## config.mk

```make
export PLATFORM = sky130hd
export DESIGN_NAME = multi_io_flash_read_engine
export DESIGN_NICKNAME = d
export VERILOG_FILES = /design/src/flash_read_pkg.sv /design/src/multi_io_flash_read_engine.sv
export SDC_FILE = /design/constraint.sdc
export NUM_CORES = 1
export LEC_CHECK = 0
export BUFFER_PORTS_ARGS = -buffer_cell sky130_fd_sc_hd__buf_2
export CORE_UTILIZATION = 50
export DETAILED_ROUTE_END_ITERATION = 7
export PLACE_DENSITY = 0.67
export SETUP_SLACK_MARGIN = 0.15
export SYNTH_ARGS = -nofsm -noshare
export SYNTH_HDL_FRONTEND = slang
export SYNTH_SLANG_ARGS = --single-unit
```

## constraint.sdc

```tcl
create_clock -name clk -period 6.43 [get_ports clk]
set_input_delay 1.286 -clock clk [delete_from_list [all_inputs] [get_ports clk]]
set_output_delay 1.286 -clock clk [all_outputs]
set_load 0.02 [all_outputs]
```

## src/flash_read_pkg.sv

```systemverilog
// Constants and types shared by the multi-I/O flash read engine
package flash_read_pkg;

	// ****************************************
	// Instruction codes
	// ****************************************
	localparam logic [7:0] OP_DUAL_IO_READ = 8'hbb;
	localparam logic [7:0] OP_QUAD_IO_READ = 8'heb;
	localparam logic [7:0] OP_QUAD_WORD_READ = 8'he7;
	localparam logic [7:0] OP_SET_WRAP = 8'h77;
	localparam logic [7:0] OP_READ_ID = 8'h90;
	localparam logic [7:0] OP_CRM_RESET = 8'hff;

	// ****************************************
	// Frame layout: field bits, dummy clocks and lane counts
	// ****************************************
	localparam logic [4:0] ADDR_BITS = 5'h18;
	localparam logic [4:0] MODE_BITS = 5'h08;
	localparam int QUAD_DUMMY_CLKS = 4;
	localparam int WORD_DUMMY_CLKS = 2;
	localparam logic [4:0] QUAD_LANES = 5'h04;
	localparam logic [4:0] DUAL_LANES = 5'h02;
	localparam logic [4:0] SINGLE_LANE = 5'h01;

	// ****************************************
	// Mode byte and wrap byte fields
	// ****************************************
	localparam int SEL_LO = 4;
	localparam logic [1:0] STICKY_KEEP = 2'h2;
	localparam int WRAP_LO = 4;
	localparam logic [2:0] WRAP_RESET = 3'h1;
	localparam logic [23:0] WRAP_BASE_LEN = 24'h000008;

	// ****************************************
	// Output enables per lane count and buffering
	// ****************************************
	localparam logic [3:0] OE_SINGLE = 4'h2;
	localparam logic [3:0] OE_DUAL = 4'h3;
	localparam logic [3:0] OE_QUAD = 4'hf;
	localparam int FIFO_DEPTH = 8;
	localparam int BYTE_W = 8;

	typedef enum logic [6:0] {
		st_idle = 7'h01,
		st_opcode = 7'h02,
		st_addr = 7'h04,
		st_mode = 7'h08,
		st_dummy = 7'h10,
		st_data = 7'h20,
		st_ignore = 7'h40
	} phase_type;

endpackage : flash_read_pkg

```

## src/multi_io_flash_read_engine.sv

```systemverilog
// Read-command engine of a multi-I/O serial NOR flash, with its read FIFO
// Summary of operation
// Dual read: address and mode byte arrive two bits per rising clock.
// Dual read returns data two bits per clock on lines 0 and 1.
// Reads start anywhere; address advances by one per output byte.
// Dual mode bits 5:4 equal 10: next frame skips the opcode.
// Other mode bits leave continuous mode; next frame needs an opcode.
// A continuous-mode reset command clears the mode bits.
// Quad read: address, mode, four dummy clocks, then quad data.
// Quad reads work only while the quad enable bit is set; checked at the opcode only, so continuous-mode frames skip it.
// Quad read with mode bits 10: next frame starts at the address.
// Word read: even address, two dummy clocks after the mode byte.
// Word read with mode bits 10: next frame is another word read.
// Wrap command: opcode, 24 dummy bits, wrap byte, chip select high.
// Stored wrap setting governs all later quad and word reads.
// Wrap disable bit: 0 enables, 1 disables; it powers up as 1.
// Wrap length field 00,01,10,11 gives 8,16,32,64-byte sections.
// Wrapped reads return to the aligned section start until deselect.
// Host leaves wrapping by writing the wrap disable bit as one.
// ID read at address zero returns maker code then device code.
// ID read at address one returns device code first.
// Output bits change on falling clock; inputs sampled on rising.
// Continuous flag resets clear, set only by read mode bytes.
// Chip select high ends the frame and stops output at once.

module byte_fifo #(
	parameter int WIDTH = 8,
	parameter int DEPTH = 8
) (
	input wire logic clk,
	input wire logic rst,
	input wire logic flush,
	input wire logic in_valid,
	input wire logic [WIDTH-1:0] in_data,
	output logic in_ready,
	output logic out_valid,
	output logic [WIDTH-1:0] out_data,
	input wire logic out_ready
);
	localparam int AW = $clog2(DEPTH);
	logic [WIDTH-1:0] mem_r [DEPTH];
	logic [AW-1:0] wp_r, rp_r;
	logic [AW:0] cnt_r, cnt_nxt;
	logic in_ready_r;
	wire push = in_valid && in_ready_r;
	wire take = out_valid && out_ready;

	// Ready is registered so that back-pressure leaves on a clean flop
	assign in_ready = in_ready_r;
	assign out_valid = cnt_r != '0;
	assign out_data = mem_r[rp_r];
	assign cnt_nxt = flush ? '0 : cnt_r + {{AW{1'b0}}, push} - {{AW{1'b0}}, take};

	// Storage needs no reset, only pointers, fill level and ready do
	always_ff @(posedge clk) begin
		if (push) mem_r[wp_r] <= in_data;
	end
	// Pointers, fill level and ready
	always_ff @(posedge clk or posedge rst) begin
		if (rst) begin
			wp_r <= '0;
			rp_r <= '0;
			cnt_r <= '0;
			in_ready_r <= 1'b0;
		end else begin
			wp_r <= flush ? '0 : wp_r + AW'(push);
			rp_r <= flush ? '0 : rp_r + AW'(take);
			cnt_r <= cnt_nxt;
			in_ready_r <= cnt_nxt != (AW+1)'(DEPTH);
		end
	end
endmodule : byte_fifo

module multi_io_flash_read_engine import flash_read_pkg::*; #(
	parameter logic [7:0] MANUF_CODE = 8'h5a, // Arbitrary value
	parameter logic [7:0] DEVICE_CODE = 8'h3c // Arbitrary value
) (
	input wire logic clk,
	input wire logic rst,
	input wire logic cs_n,
	input wire logic sclk,
	input wire logic [3:0] io_in,
	output logic [3:0] io_out,
	output logic [3:0] io_oe,
	input wire logic quad_io_enable_bit,
	output logic mem_rd_en,
	output logic [23:0] mem_rd_addr,
	input wire logic [7:0] mem_rdata,
	input wire logic mem_rdata_valid,
	output logic mem_rdata_ready,
	output logic sticky_read_active,
	output logic [2:0] wrap_setting_bits
);
	// ****************************************
	// State
	// ****************************************
	phase_type state_r, state_nxt;
	logic sclk_r, cont_r, fetch_r, wrap_on_r, id_first_r, id_idx_r, mem_rd_en_r;
	logic [4:0] lanes_r, bit_cnt_r, dummy_bits_r;
	logic [23:0] sh_r, req_addr_r, mem_rd_addr_r;
	logic [7:0] op_r, out_byte_r;
	logic [3:0] obits_r, inflight_r, io_out_r, io_oe_r;
	logic [2:0] wrap_r;
	logic fifo_valid;
	logic [7:0] fifo_data;

	// ****************************************
	// Decode
	// ****************************************
	function automatic logic [4:0] lanes_for(input logic [7:0] op);
		lanes_for = (op == OP_DUAL_IO_READ) ? DUAL_LANES :
			(op == OP_QUAD_IO_READ || op == OP_QUAD_WORD_READ) ? QUAD_LANES : SINGLE_LANE;
	endfunction : lanes_for

	// Top lanes of a byte onto the pins; single-lane answers use line 1
	function automatic logic [3:0] lanes_out(input logic [7:0] b, input logic [4:0] l);
		lanes_out = (l == QUAD_LANES) ? b[7:4] :
			(l == DUAL_LANES) ? {2'h0, b[7:6]} : {2'h0, b[7], 1'b0};
	endfunction : lanes_out

	// Edges of the serial clock, only while selected
	wire sclk_rise = sclk && !sclk_r && !cs_n;
	wire sclk_fall = !sclk && sclk_r && !cs_n;
	wire [23:0] sh_nxt = (lanes_r == QUAD_LANES) ? {sh_r[19:0], io_in} :
		(lanes_r == DUAL_LANES) ? {sh_r[21:0], io_in[1:0]} : {sh_r[22:0], io_in[0]};
	wire [4:0] target = (state_r == st_addr) ? ADDR_BITS :
		(state_r == st_dummy) ? dummy_bits_r : MODE_BITS;
	wire phase_end = sclk_rise && (bit_cnt_r + lanes_r == target);
	wire [7:0] opcode_in = sh_nxt[7:0];
	wire quad_in = opcode_in == OP_QUAD_IO_READ || opcode_in == OP_QUAD_WORD_READ;
	wire op_known = opcode_in == OP_DUAL_IO_READ || (quad_in && quad_io_enable_bit) ||
		opcode_in == OP_SET_WRAP || opcode_in == OP_READ_ID;
	wire op_quad = op_r == OP_QUAD_IO_READ || op_r == OP_QUAD_WORD_READ;
	wire op_read = op_quad || op_r == OP_DUAL_IO_READ;
	wire op_end = state_r == st_opcode && phase_end;
	wire addr_end = state_r == st_addr && phase_end;
	wire mode_end = state_r == st_mode && phase_end;
	wire mode_end_rd = mode_end && op_read;
	wire frame_open = state_r == st_idle && !cs_n;

	// Wrapped address stays inside an aligned section of a page
	wire [23:0] wrap_mask = (WRAP_BASE_LEN << wrap_r[2:1]) - 24'h000001;
	wire [23:0] addr_inc = req_addr_r + 24'h000001;
	wire [23:0] addr_next = wrap_on_r ?
		((req_addr_r & ~wrap_mask) | (addr_inc & wrap_mask)) : addr_inc;

	// Output side: a byte is loaded when the previous one is spent
	wire load = sclk_fall && state_r == st_data && obits_r == 4'h0;
	wire [7:0] id_byte = (id_idx_r ^ id_first_r) ? DEVICE_CODE : MANUF_CODE;
	wire is_id = op_r == OP_READ_ID;
	wire [7:0] src_byte = is_id ? id_byte : fifo_data;
	wire pop = load && !is_id && fifo_valid;
	wire req = fetch_r && inflight_r < 4'(FIFO_DEPTH);

	assign io_out = io_out_r;
	assign io_oe = io_oe_r;
	assign mem_rd_en = mem_rd_en_r;
	assign mem_rd_addr = mem_rd_addr_r;
	assign sticky_read_active = cont_r;
	assign wrap_setting_bits = wrap_r;

	// ****************************************
	// Frame sequencer
	// ****************************************
	always_comb begin
		state_nxt = state_r;
		case (state_r)
			st_idle: if (!cs_n) state_nxt = cont_r ? st_addr : st_opcode;
			st_opcode: if (phase_end) state_nxt = op_known ? st_addr : st_ignore;
			st_addr: if (phase_end) state_nxt = is_id ? st_data : st_mode;
			st_mode: if (phase_end) state_nxt = (op_r == OP_SET_WRAP) ? st_ignore :
				(op_r == OP_DUAL_IO_READ) ? st_data : st_dummy;
			st_dummy: if (phase_end) state_nxt = st_data;
			st_data, st_ignore: state_nxt = state_r;
			default: state_nxt = st_idle;
		endcase
		if (cs_n) state_nxt = st_idle;
	end

	// Phase, lane width and shifting of received bits
	always_ff @(posedge clk or posedge rst) begin
		if (rst) begin
			state_r <= st_idle;
			sclk_r <= 1'b0;
			lanes_r <= SINGLE_LANE;
			bit_cnt_r <= 5'h00;
			sh_r <= 24'h000000;
		end else begin
			state_r <= state_nxt;
			sclk_r <= sclk;
			if (frame_open) lanes_r <= cont_r ? lanes_for(op_r) : SINGLE_LANE;
			else if (op_end) lanes_r <= lanes_for(opcode_in);
			bit_cnt_r <= (cs_n || phase_end) ? 5'h00 : bit_cnt_r + (sclk_rise ? lanes_r : 5'h00);
			if (sclk_rise) sh_r <= sh_nxt;
		end
	end

	// Command, dummy length, continuous flag and wrap setting
	always_ff @(posedge clk or posedge rst) begin
		if (rst) begin
			op_r <= 8'h00;
			dummy_bits_r <= 5'h00;
			cont_r <= 1'b0;
			wrap_r <= WRAP_RESET;
		end else begin
			if (op_end) op_r <= opcode_in;
			if (mode_end) dummy_bits_r <= (op_r == OP_QUAD_WORD_READ) ?
				5'(WORD_DUMMY_CLKS * 4) : 5'(QUAD_DUMMY_CLKS * 4);
			if (mode_end_rd) begin
				cont_r <= sh_nxt[SEL_LO+:2] == STICKY_KEEP;
			end else if ((op_end && opcode_in == OP_CRM_RESET) ||
					(cs_n && state_r == st_addr && cont_r)) begin
				cont_r <= 1'b0;
			end
			if (mode_end && op_r == OP_SET_WRAP) wrap_r <= sh_nxt[WRAP_LO+:3];
		end
	end

	// ****************************************
	// Memory fetch ahead of the serial output
	// ****************************************
	always_ff @(posedge clk or posedge rst) begin
		if (rst) begin
			fetch_r <= 1'b0;
			wrap_on_r <= 1'b0;
			id_first_r <= 1'b0;
			req_addr_r <= 24'h000000;
			mem_rd_en_r <= 1'b0;
			mem_rd_addr_r <= 24'h000000;
			inflight_r <= 4'h0;
		end else begin
			if (cs_n) fetch_r <= 1'b0;
			else if (addr_end) begin
				fetch_r <= op_read;
				wrap_on_r <= op_quad && !wrap_r[0];
				id_first_r <= sh_nxt[0];
				req_addr_r <= sh_nxt;
			end else if (req) begin
				req_addr_r <= addr_next;
			end
			mem_rd_en_r <= req && !cs_n;
			if (req) mem_rd_addr_r <= req_addr_r;
			// Credits keep every answer a slot in the FIFO
			inflight_r <= cs_n ? 4'h0 : inflight_r + {3'h0, req} - {3'h0, pop};
		end
	end

	// Answers arriving after deselect are dropped, never replayed
	byte_fifo #(
		.WIDTH(BYTE_W),
		.DEPTH(FIFO_DEPTH)
	) u_fifo (
		.clk(clk),
		.rst(rst),
		.flush(cs_n),
		.in_valid(mem_rdata_valid && fetch_r),
		.in_data(mem_rdata),
		.in_ready(mem_rdata_ready),
		.out_valid(fifo_valid),
		.out_data(fifo_data),
		.out_ready(pop)
	);

	// ****************************************
	// Serial output, driven on falling edges
	// ****************************************
	always_ff @(posedge clk or posedge rst) begin
		if (rst) begin
			out_byte_r <= 8'h00;
			obits_r <= 4'h0;
			io_out_r <= 4'h0;
			io_oe_r <= 4'h0;
			id_idx_r <= 1'b0;
		end else if (cs_n) begin
			obits_r <= 4'h0;
			io_out_r <= 4'h0;
			io_oe_r <= 4'h0;
			id_idx_r <= 1'b0;
		end else if (sclk_fall && state_r == st_data) begin
			io_oe_r <= (lanes_r == QUAD_LANES) ? OE_QUAD :
				(lanes_r == DUAL_LANES) ? OE_DUAL : OE_SINGLE;
			if (load) begin
				out_byte_r <= src_byte << lanes_r;
				obits_r <= 4'h8 - lanes_r[3:0];
				io_out_r <= lanes_out(src_byte, lanes_r);
				id_idx_r <= !id_idx_r;
			end else begin
				out_byte_r <= out_byte_r << lanes_r;
				obits_r <= obits_r - lanes_r[3:0];
				io_out_r <= lanes_out(out_byte_r, lanes_r);
			end
		end
	end
endmodule : multi_io_flash_read_engine

```

-- Yosys cells after proc, flatten, opt, wreduce, memory -nomap -nowiden
Memories as Yosys holds them, arrays and structs flattened.
Index checks and enable logic that the tools add are counted.
- multipliers: 0
- multiplexer cells: 58
- reductions and logical operators: 53
- $add $sub $neg: 12
- div/mod/pow operators: 0
- bitwise gates (word level): 6
- equality and inequality tests: 28
- magnitude comparators: 1
- shift-type cells: 3
- operators with widths (operator ; number):
    24-bit 2-to-1 mux ; 5
    8-bit == test (second input constant) ; 9
    7-bit 2-to-1 mux ; 8
    4-bit 2-to-1 mux ; 13
    24-bit AND ; 2
    7-bit case mux with 6 select lines ; 1
    5-bit 2-to-1 mux ; 7
    1-bit logical AND ; 25
    24-bit by 1-bit adder with 24-bit output (second input constant) ; 1
    3-bit 2-to-1 mux ; 8
    24-bit inverter ; 1
    24-bit bitwise OR ; 1
    4-bit by 2-bit left shift with 24-bit output (first input constant) ; 1
    24-bit by 1-bit subtractor with 24-bit output (second input constant) ; 1
    8-bit by 7-bit == test with 1-bit output (second input constant) ; 2
    8-bit 2-to-1 mux ; 2
    8-bit by 5-bit left shift with 8-bit output ; 2
    1-bit 2-to-1 mux ; 12
    6-bit 2-to-1 mux ; 2
    3-bit inequality test (second input constant) ; 4
    2-bit nonzero test ; 6
    5-bit adder ; 2
    4-bit by 1-bit adder with 4-bit output ; 2
    1-bit logical OR ; 8
    26 further kinds ; 36
- bits in latches: 0
- output and inout bits: 38
- bits in writable memories: 64
- flip-flop bits (word level): 146
- logic and storage cells: 187
- bits in read-only memories: 0
- memories kept: 1
- input bits: 18
- memory list (memory ; words ; width ; read ports ; clocked after Yosys merged registers in ; wr ports ; RTL line ; text):
    u_fifo.mem_r ; 8 ; 8 ; 1 ; 0 ; 1 ; multi_io_flash_read_engine.sv:41 ; logic [WIDTH-1:0] mem_r [DEPTH];

-- Longest topological paths before layout
Gate-level depths: netlist of the first run.
- word-level depth: 13
- depth in mapped cells: 12
- mapped depth without buffers: 12

-- By module
A second synthesis of the first run with hierarchy kept.
- cells, all modules: 1009
- area, all modules: 10702.8 um^2
- by module, submodules not included (module ; cells an instance ; area each (um^2) ; instances):
    multi_io_flash_read_engine ; 850 ; 7581.0 ; 1
    byte_fifo ; 159 ; 3121.7 ; 1

-- Worst setup path after synthesis of the first run
No wires, ideal clock.
- kind: input port to flip-flop
- start point: in cs_n
- end point: reg u_fifo.in_ready_r (netlist: u_fifo.in_ready)
- stages: 12
- setup slack: 2.727 ns
- data arrival time: 3.570 ns
- buffers on the path: 1
- cells stage by stage: clkbuf_1 -> nand4bb_1 -> nor4_2 -> and3_1 -> ha_1 -> inv_1 -> ha_1 -> inv_1 -> fa_1 -> xor2_1 -> nor2_1 -> nand4bb_1
- cells in the longest elaborated chain, start to end: 10
- RTL lines (what ; RTL line ; text):
    start: declaration ; multi_io_flash_read_engine.sv:80 ; input wire logic cs_n,
    1-bit zero test ; multi_io_flash_read_engine.sv:123 ; wire sclk_fall = !sclk && sclk_r && !cs_n;
    1-bit logical AND ; multi_io_flash_read_engine.sv:123 ;
    1-bit logical AND (2 in a row) ; multi_io_flash_read_engine.sv:148 ; wire load = sclk_fall && state_r == st_data && obits_r == 4'h0;
    1-bit logical AND (2 in a row) ; multi_io_flash_read_engine.sv:152 ; wire pop = load && !is_id && fifo_valid;
    1-bit logical AND ; multi_io_flash_read_engine.sv:46 ; wire take = out_valid && out_ready;
    4-bit by 1-bit subtractor with 4-bit output ; multi_io_flash_read_engine.sv:52 ; assign cnt_nxt = flush ? '0 : cnt_r + {{AW{1'b0}}, push} - {{AW{1'b0}}, take};
    4-bit 2-to-1 mux * ; multi_io_flash_read_engine.sv:52 ;
    via u_fifo.cnt_nxt[2] ; multi_io_flash_read_engine.sv:43 ; logic [AW:0] cnt_r, cnt_nxt;
    4-bit inequality test * ; multi_io_flash_read_engine.sv:69 ; in_ready_r <= cnt_nxt != (AW+1)'(DEPTH);
    end signal: assignment ; multi_io_flash_read_engine.sv:69 ;
    end: declaration ; multi_io_flash_read_engine.sv:44 ; logic in_ready_r;
The timed path passes the listed nets; every way through them passes the cells marked *.
A chain may end at the register's enable or synchronous reset.

-- Worst setup path after layout of the first run
- start point: in sclk
- end point: reg u_fifo.in_ready_r (netlist: u_fifo.in_ready)
- cells in the longest elaborated chain, start to end: 11
- RTL lines (what ; RTL line ; text):
    start: declaration ; multi_io_flash_read_engine.sv:81 ; input wire logic sclk,
    1-bit zero test ; multi_io_flash_read_engine.sv:123 ;
    1-bit logical AND (2 in a row) ; multi_io_flash_read_engine.sv:123 ;
    1-bit logical AND (2 in a row) ; multi_io_flash_read_engine.sv:148 ;
    1-bit logical AND (2 in a row) ; multi_io_flash_read_engine.sv:152 ;
    1-bit logical AND ; multi_io_flash_read_engine.sv:46 ;
    4-bit by 1-bit subtractor with 4-bit output ; multi_io_flash_read_engine.sv:52 ;
    4-bit 2-to-1 mux ; multi_io_flash_read_engine.sv:52 ;
    via u_fifo.cnt_nxt[2] ; multi_io_flash_read_engine.sv:43 ;
    4-bit inequality test ; multi_io_flash_read_engine.sv:69 ;
The timed path passes the listed nets, and every way through them passes these cells.

==> results of run 1 <==
[cell usage in the layout (no fill, tap or decap), types with 23 or more instances in the layout]
| master | Yosys | final |
|---|---|---|
| nor2_1 | 59 | 59 |
| xnor2_1 | 23 | 23 |
| edfxtp_1 | 64 | 64 |
| nand2_1 | 167 | 167 |
| ha_1 | 24 | 24 |
| o21ai_0 | 61 | 61 |
| dfrtp_1 | 137 | 137 |
| a21oi_1 | 33 | 33 |
| clkbuf_16 | 0 | 23 |
| buf_2 | 10 | 55 |
[metal layers]
layer | part of all wire [%] | vias to the layer above | global-route usage [%]
li1 | - | 3398 | -
met5 | 0 | - | 0
met2 | 45 | 170 | 34.6
met4 | 0.89 | 0 | 3.92
met3 | 4.9 | 19 | 3.41
met1 | 50 | 3462 | 33.8
[power by group through the flow]
| stage | Combinational (mW) | Clock (mW) | Sequential (mW) |
|---|---|---|---|
| 6_report | 0.146 | 1.20 | 1.41 |
| 4_1_cts | 0.148 | 1.22 | 1.41 |
| 3_5_place_dp | 0.148 | 0 | 1.43 |
| 5_1_grt | 0.169 | 1.28 | 1.41 |
| 3_3_place_gp | 0.145 | 0 | 1.43 |
| 2_1_floorplan | 0.109 | 0 | 1.42 |
[through the flow]
stage / instance area [um^2] / hold WS, ns / std cells / setup slack [ns]
floorplan: 10100 / 0.442 / 922 / 1.40
global placement: 10600 / 0.453 / 1211 / 2.50
detailed placement: 10600 / 0.457 / 1211 / 2.46
CTS: 11300 / 0.472 / 1253 / 2.99
global route: 11300 / 0.493 / 1253 / 2.72
finish: 11300 / 0.465 / 1253 / 2.96
[sequential cells by signal, summed over array words and instances, names as in the netlist, 4 cells and up, named ones only]
register	cells
bit_cnt_r	5
u_fifo.cnt_r	4
op_r	8
io_out	4
inflight_r	4
sh_r	23
req_addr_r	4
u_fifo.mem_r	64
out_byte_r	8
obits_r	4
mem_rd_addr	24
state_r	7
[cell type report]
| cell class | instances | area share (%) |
|---|---|---|
| multi-input combinational | 650 | 38.8 |
| sequential | 204 | 48.0 |
| tap | 265 | 2.93 |
| inverter | 25 | 0.875 |
| clock buffer | 31 | 5.54 |
| timing repair buffer | 67 | 3.23 |
| clock inverter | 11 | 0.587 |
[how the worst max path moves through the flow]
stage	startpoint	endpoint
final	sclk	u_fifo.in_ready
after floorplan	rst	asynchronous set/reset pin
after global placement	sclk	u_fifo.in_ready
after CTS	sclk	u_fifo.in_ready
after global routing	state_r[1]	u_fifo.in_ready
after detailed placement	sclk	u_fifo.in_ready
[cells by family (layout without fill, tap and decap cells)]
kind of cell	count (synthesis)	in the layout	share of synthesized area [%]
buf+inv	68	134	2.88
compound gates	174	174	11.1
simple gates	353	353	17.2
mux	50	50	7.09
xor+xnor	44	44	4.03
flops	204	204	53.8
fa+ha+maj	29	29	3.97
[worst max-delay path, delay by kind of cell]
kind / cells / cell delay [ns]
xor gates and xnor gates: 1 / 0.14
buffers and inverters: 3 / 0.24
adders and majority gates: 3 / 0.77
and+or+nand+nor: 5 / 1.41
==> qor.yml, run 1 <==
clocking:
  clkSinkCount: 204
  cts_setup_buffers: 0
  hold_buffers: 0
  clock_latency_ns: 0.50
  cts_resized: 0
  ctsHtreeMaxLevel: 1
  root_buffer: "clkbuf_16"
  cts_tree: "built"
  clk_pin_slew_worst_paths_ns: 0.06
  cts_buffers: 23
  clockBufferDepth: 3
floorplan:
  row_count: 51
  dieArea_mm2: 0.0208
  io_pins: 56
  die_y_um: 144
  die_x_um: 144
  core_area_mm2: 0.0197
  initial_core_util_pct: 51.4
critical_path:
  worst_ep_required_time_ns: 6.81
  crit_path_start_kind: "input pin"
  timing.rr.start: "state_r[1]"
  critPathArrivalTime_ns: 3.85
  reg2reg_to: "u_fifo.in_ready"
  end_kind: "register"
  cpMaxStageDelayCell: "nor4_2"
  reg2reg_setup_slack_ns: 2.98
  reg2reg_depth: 11
  cp_max_fo: 5
  critical_path_class: "input pin to register"
  slowest_delay_ns: 0.51
  crit_chain: "buf_2 -> nand4bb_1 -> nor4_2 -> and3_1 -> ha_1 -> inv_1 -> ha_1 -> inv_1 -> fa_1 -> xor2_1 -> nor2_1 -> nand4bb_1"
placement:
  numPortBuffers: 55
  place_congestion: 0.831
  dp_hpwl_um: 15100
sta:
  finalSetupTns_ns: 0
  min_period_ns: 3.47
  finalCritPeriodShare_pct: 53.9
  tightestPinTransition_ns: 0.974
  final_max_slew_viol_count: 0
  hold_violations: 0
  skew_ns: 0.0199
  setup_viol: 0
  fmax_ghz: 0.288
  rsz0062_at_grt: "no"
  relSlewSlack_pct: 34.8
global_route:
  grt_usage_pct: 22.4
  antenna_found_initial: 0
  grt_pass1_wl_um: 36200
  grt_start_max_net_pins: 86
  grt_pass1_vias: 6915
  overflow: 0
min_path:
  min-delay-start: "mem_rd_addr[22]"
  hp-class: "register to register"
  hold_depth: 2
  hold_end: "mem_rd_addr[22]"
power:
  p_sw_uw: 650
  leakage_nw: 5.01
  p_per_area_mw_per_mm2: 244
  total_power_mw: 2.76
  clock_power_share_pct: 43.6
  swShare_pct: 23.6
  ir_drop_uv: 148
  p_comb_share_pct: 5.3
  intPower_mw: 2.11
  power_frac_seq_pct: 51.1
finish:
  regArea_mm2: 0.00543
  fin_nets: 1018
  antennaDiodeCount: 0
  fin_util_pct: 57.5
  area_growth_pct: 12.0
  fillers: 1705
  multi_input_area_mm2: 0.00438
  drive_gt1_share_pct: 16.4
job:
  drv_cap: 0
synth:
  synth.avg_cell_area_um2: 10.9
  synth_edf_count: 64
  yosysMostFrequentCell: "nand2_1"
  netlist-cell-type-count: 76
  yosys.area.top_type: "dfrtp_1"
  synthTopCellsByArea: "dfrtp_1 (34%), edfxtp_1 (19%), nand2_1 (6.2%), mux4_2 (3.6%), o21ai_0 (3.0%)"
  synth_commonest_cells: "nand2_1 (167), dfrtp_1 (137), edfxtp_1 (64)"
  synthesis.nets: 969
  synthCells: 922
  synth_top_area_share_pct: 34.0
  ys_seq_elements: 204
  netlist_area_mm2: 0.0101
  ys_seq_area_share_pct: 53.8
  synthFlopType: "dfrtp_1"
  async_flop_share_pct: 68.6
  yosysWarnings: 0
routing:
  drtAntennaViolNets: 0
  wl_um: 21800
  drtIter0Drc: 531
  vias: 7049
  drc: 0
  firstDrtPassIters: 6
  vias_per_cell: 5.63
  wl_per_cell_um: 17.4
run_status:
  status: "complete, no violations"
Power figures use the tool's default switching activity.
==> run 2, diff against run 1 <==
--- a/config.mk
+++ b/config.mk
@@ -8,7 +8,7 @@
 export BUFFER_PORTS_ARGS = -buffer_cell sky130_fd_sc_hd__buf_2
 export CORE_UTILIZATION = 50
 export DETAILED_ROUTE_END_ITERATION = 7
-export PLACE_DENSITY = 0.67
+export PLACE_DENSITY = 0.7
 export SETUP_SLACK_MARGIN = 0.15
 export SYNTH_ARGS = -nofsm -noshare
 export SYNTH_HDL_FRONTEND = slang
==> constraint.sdc (replaced) <==
create_clock -name clk -period 2.9 [get_ports clk]
set_input_delay 0.58 -clock clk [delete_from_list [all_inputs] [get_ports clk]]
set_output_delay 0.58 -clock clk [all_outputs]
set_load 0.02 [all_outputs]
==> qor.yml, run 2 (synthesis gave the netlist of run 1 again) <==
run_status:
  status: "complete, no violations"
clocking:
  ctsHtreeMaxLevel: 1  # unchanged
  hold_buffers: 0  # unchanged
  root_buffer: "clkbuf_16"
  cts_buffers: 23  # unchanged
  clk_pin_slew_worst_paths_ns: 0.06  # about the same
  clock_latency_ns: 0.51  # about the same
  clockBufferDepth: 3  # unchanged
  clkSinkCount: 204  # unchanged
  cts_tree: "built"
routing:
  wl_per_cell_um: 17.1  # -2.0%
  drtIter0Drc: 496  # -6.6%
  firstDrtPassIters: 4  # -2
  drtAntennaViolNets: 0  # unchanged
  drc: 0  # unchanged
  vias: 7268  # +3.1%
  vias_per_cell: 5.58  # -0.77%
  wl_um: 22200  # +1.8%
sta:
  skew_ns: 0.0109  # -0.00896 ns
  setup_viol: 0  # unchanged
  relSlewSlack_pct: 51.6  # +17 points
  tightestPinTransition_ns: 0.726  # -0.249 ns
  final_max_slew_viol_count: 0  # unchanged
  fmax_ghz: 0.358
  rsz0062_at_grt: "yes"
  final.setup.worst_slack_ns: 0.109  # -2.85 ns
  whs_ns: 0.241  # -0.224 ns
  finalSetupTns_ns: 0  # unchanged
  min_period_ns: 2.79
  finalCritPeriodShare_pct: 96.2
  hold_violations: 0  # unchanged
placement:
  pre_cts_ws_ns: 0.0312  # -2.43 ns
  place_inst: 1250  # +3.2%
  dp_hpwl_um: 15200  # +0.58%
  numPortBuffers: 55  # unchanged
  place_area_mm2: 0.0110  # +3.9%
  place_congestion: 0.876  # +5.4%
global_route:
  overflow: 0  # unchanged
  grt_start_max_net_pins: 141  # +64%
  grt_pass1_vias: 6966  # +0.74%
  grt_usage_pct: 22.4  # -0.034 points
  antenna_found_initial: 1  # +1
  grt_pass1_wl_um: 36200  # about the same
floorplan:
  initial_core_util_pct: 51.4  # unchanged
  io_pins: 56  # unchanged
  row_count: 51  # unchanged
  die_x_um: 144  # unchanged
  die_y_um: 144  # unchanged
  core_area_mm2: 0.0197  # unchanged
  dieArea_mm2: 0.0208  # unchanged
finish:
  finalInstanceArea_mm2: 0.0119  # +5.6%
  area_growth_pct: 18.2
  drive_gt1_share_pct: 22.2  # +5.8 points
  final_cells: 1302  # +3.9%
  layout_common_cells: "nand2_1 (167), dfrtp_1 (137), edfxtp_1 (64), o21ai_0 (61), nor2_1 (59)"
  fin_nets: 1067  # +4.8%
  top_register: "u_fifo.mem_r"
  largest_register_ff_count: 64  # unchanged
  final_common_cell: "nand2_1"
  fillers: 1664  # -2.4%
  antennaDiodeCount: 0  # unchanged
power:
  p_per_area_mw_per_mm2: 535  # +120%
  leakage_nw: 5.30  # +5.8%
  ir_drop_uv: 488  # +230%
min_path:
  hp-class: "input pin to register"
critical_path:
  cpMaxStageDelayCell: "or4_4"
  crit_path_start_kind: "register"
  crit_chain: "or4_4 -> nor4_4 -> and3_4 -> ha_4 -> inv_2 -> ha_4 -> inv_2 -> fa_2 -> xor2_1 -> nor2_1 -> nand4bb_1"
  end_kind: "register"
  worst_ep_required_time_ns: 3.29  # -3.52 ns
  critical_path_class: "register to register"
  slowest_delay_ns: 0.56  # +0.05 ns
  critPathArrivalTime_ns: 3.18  # -0.67 ns
  cp_max_fo: 2  # -3
  reg2reg_setup_slack_ns: 0.11  # -2.87 ns
job:
  drv_cap: 0  # unchanged
==> run 2: layout make-up <==
type	instances	area, um^2	area share, %
Sequential cell	204	5430	45.5
Multi-Input combinational cell	650	4510	37.8
Timing Repair Buffer	116	808	6.77
Clock buffer	30	642	5.38
Tap cell	265	332	2.78
Clock inverter	12	116	0.975
Inverter	25	97.6	0.818
==> run 2: through the flow <==
stage	utilization, %	total power, mW
6_report	60.7	6.38
5_1_grt	60.7	6.59
4_1_cts	60.1	6.44
3_5_place_dp	56.1	3.53
3_3_place_gp	56.1	3.52
2_1_floorplan	-	3.40
==> run 2: worst max-delay path: cells and delay by family, from the launching register on <==
family                   cells  cell delay (ns)
XOR/XNOR                     1             0.13
adder cells (fa/ha/maj)      3             0.64
buffers and inverters        2             0.08
flip-flops                   1             0.38
AND/OR/NAND/NOR              5             1.42
==> run 2: worst paths after layout <==
check                                startpoint              end  cells past startpoint
worst min-delay path                       sclk           sclk_r                      1
worst min register to register  mem_rd_addr[19]  mem_rd_addr[19]                      2
worst max-delay path                 obits_r[1]  u_fifo.in_ready                     11
min in group asynchronous                   rst   mem_rd_addr[7]                      3
max in group asynchronous                   rst    out_byte_r[4]                      3
worst max register to register       obits_r[1]  u_fifo.in_ready                     11
==> run 2: repair_timing <==
action	CTS	global route
buffers inserted	3	7
endpoints found under the setup margin	3	24
pin swaps	7	13
hold endpoints to repair	0	0
gates resized for setup	2	12
==> run 2: power by group <==
part	internal, mW	switching (mW)
clock network	1.74	1.15
logic	0.142	0.241
registers	3.04	0.0707
==> run 2: per-layer routing <==
metal	track usage, %	vias up	share of wire (%)
met5	0	-	0
met4	6.27	0	2.3
met3	3.08	37	4.7
met2	36.5	184	47
met1	31.3	3560	46
li1	-	3487	-
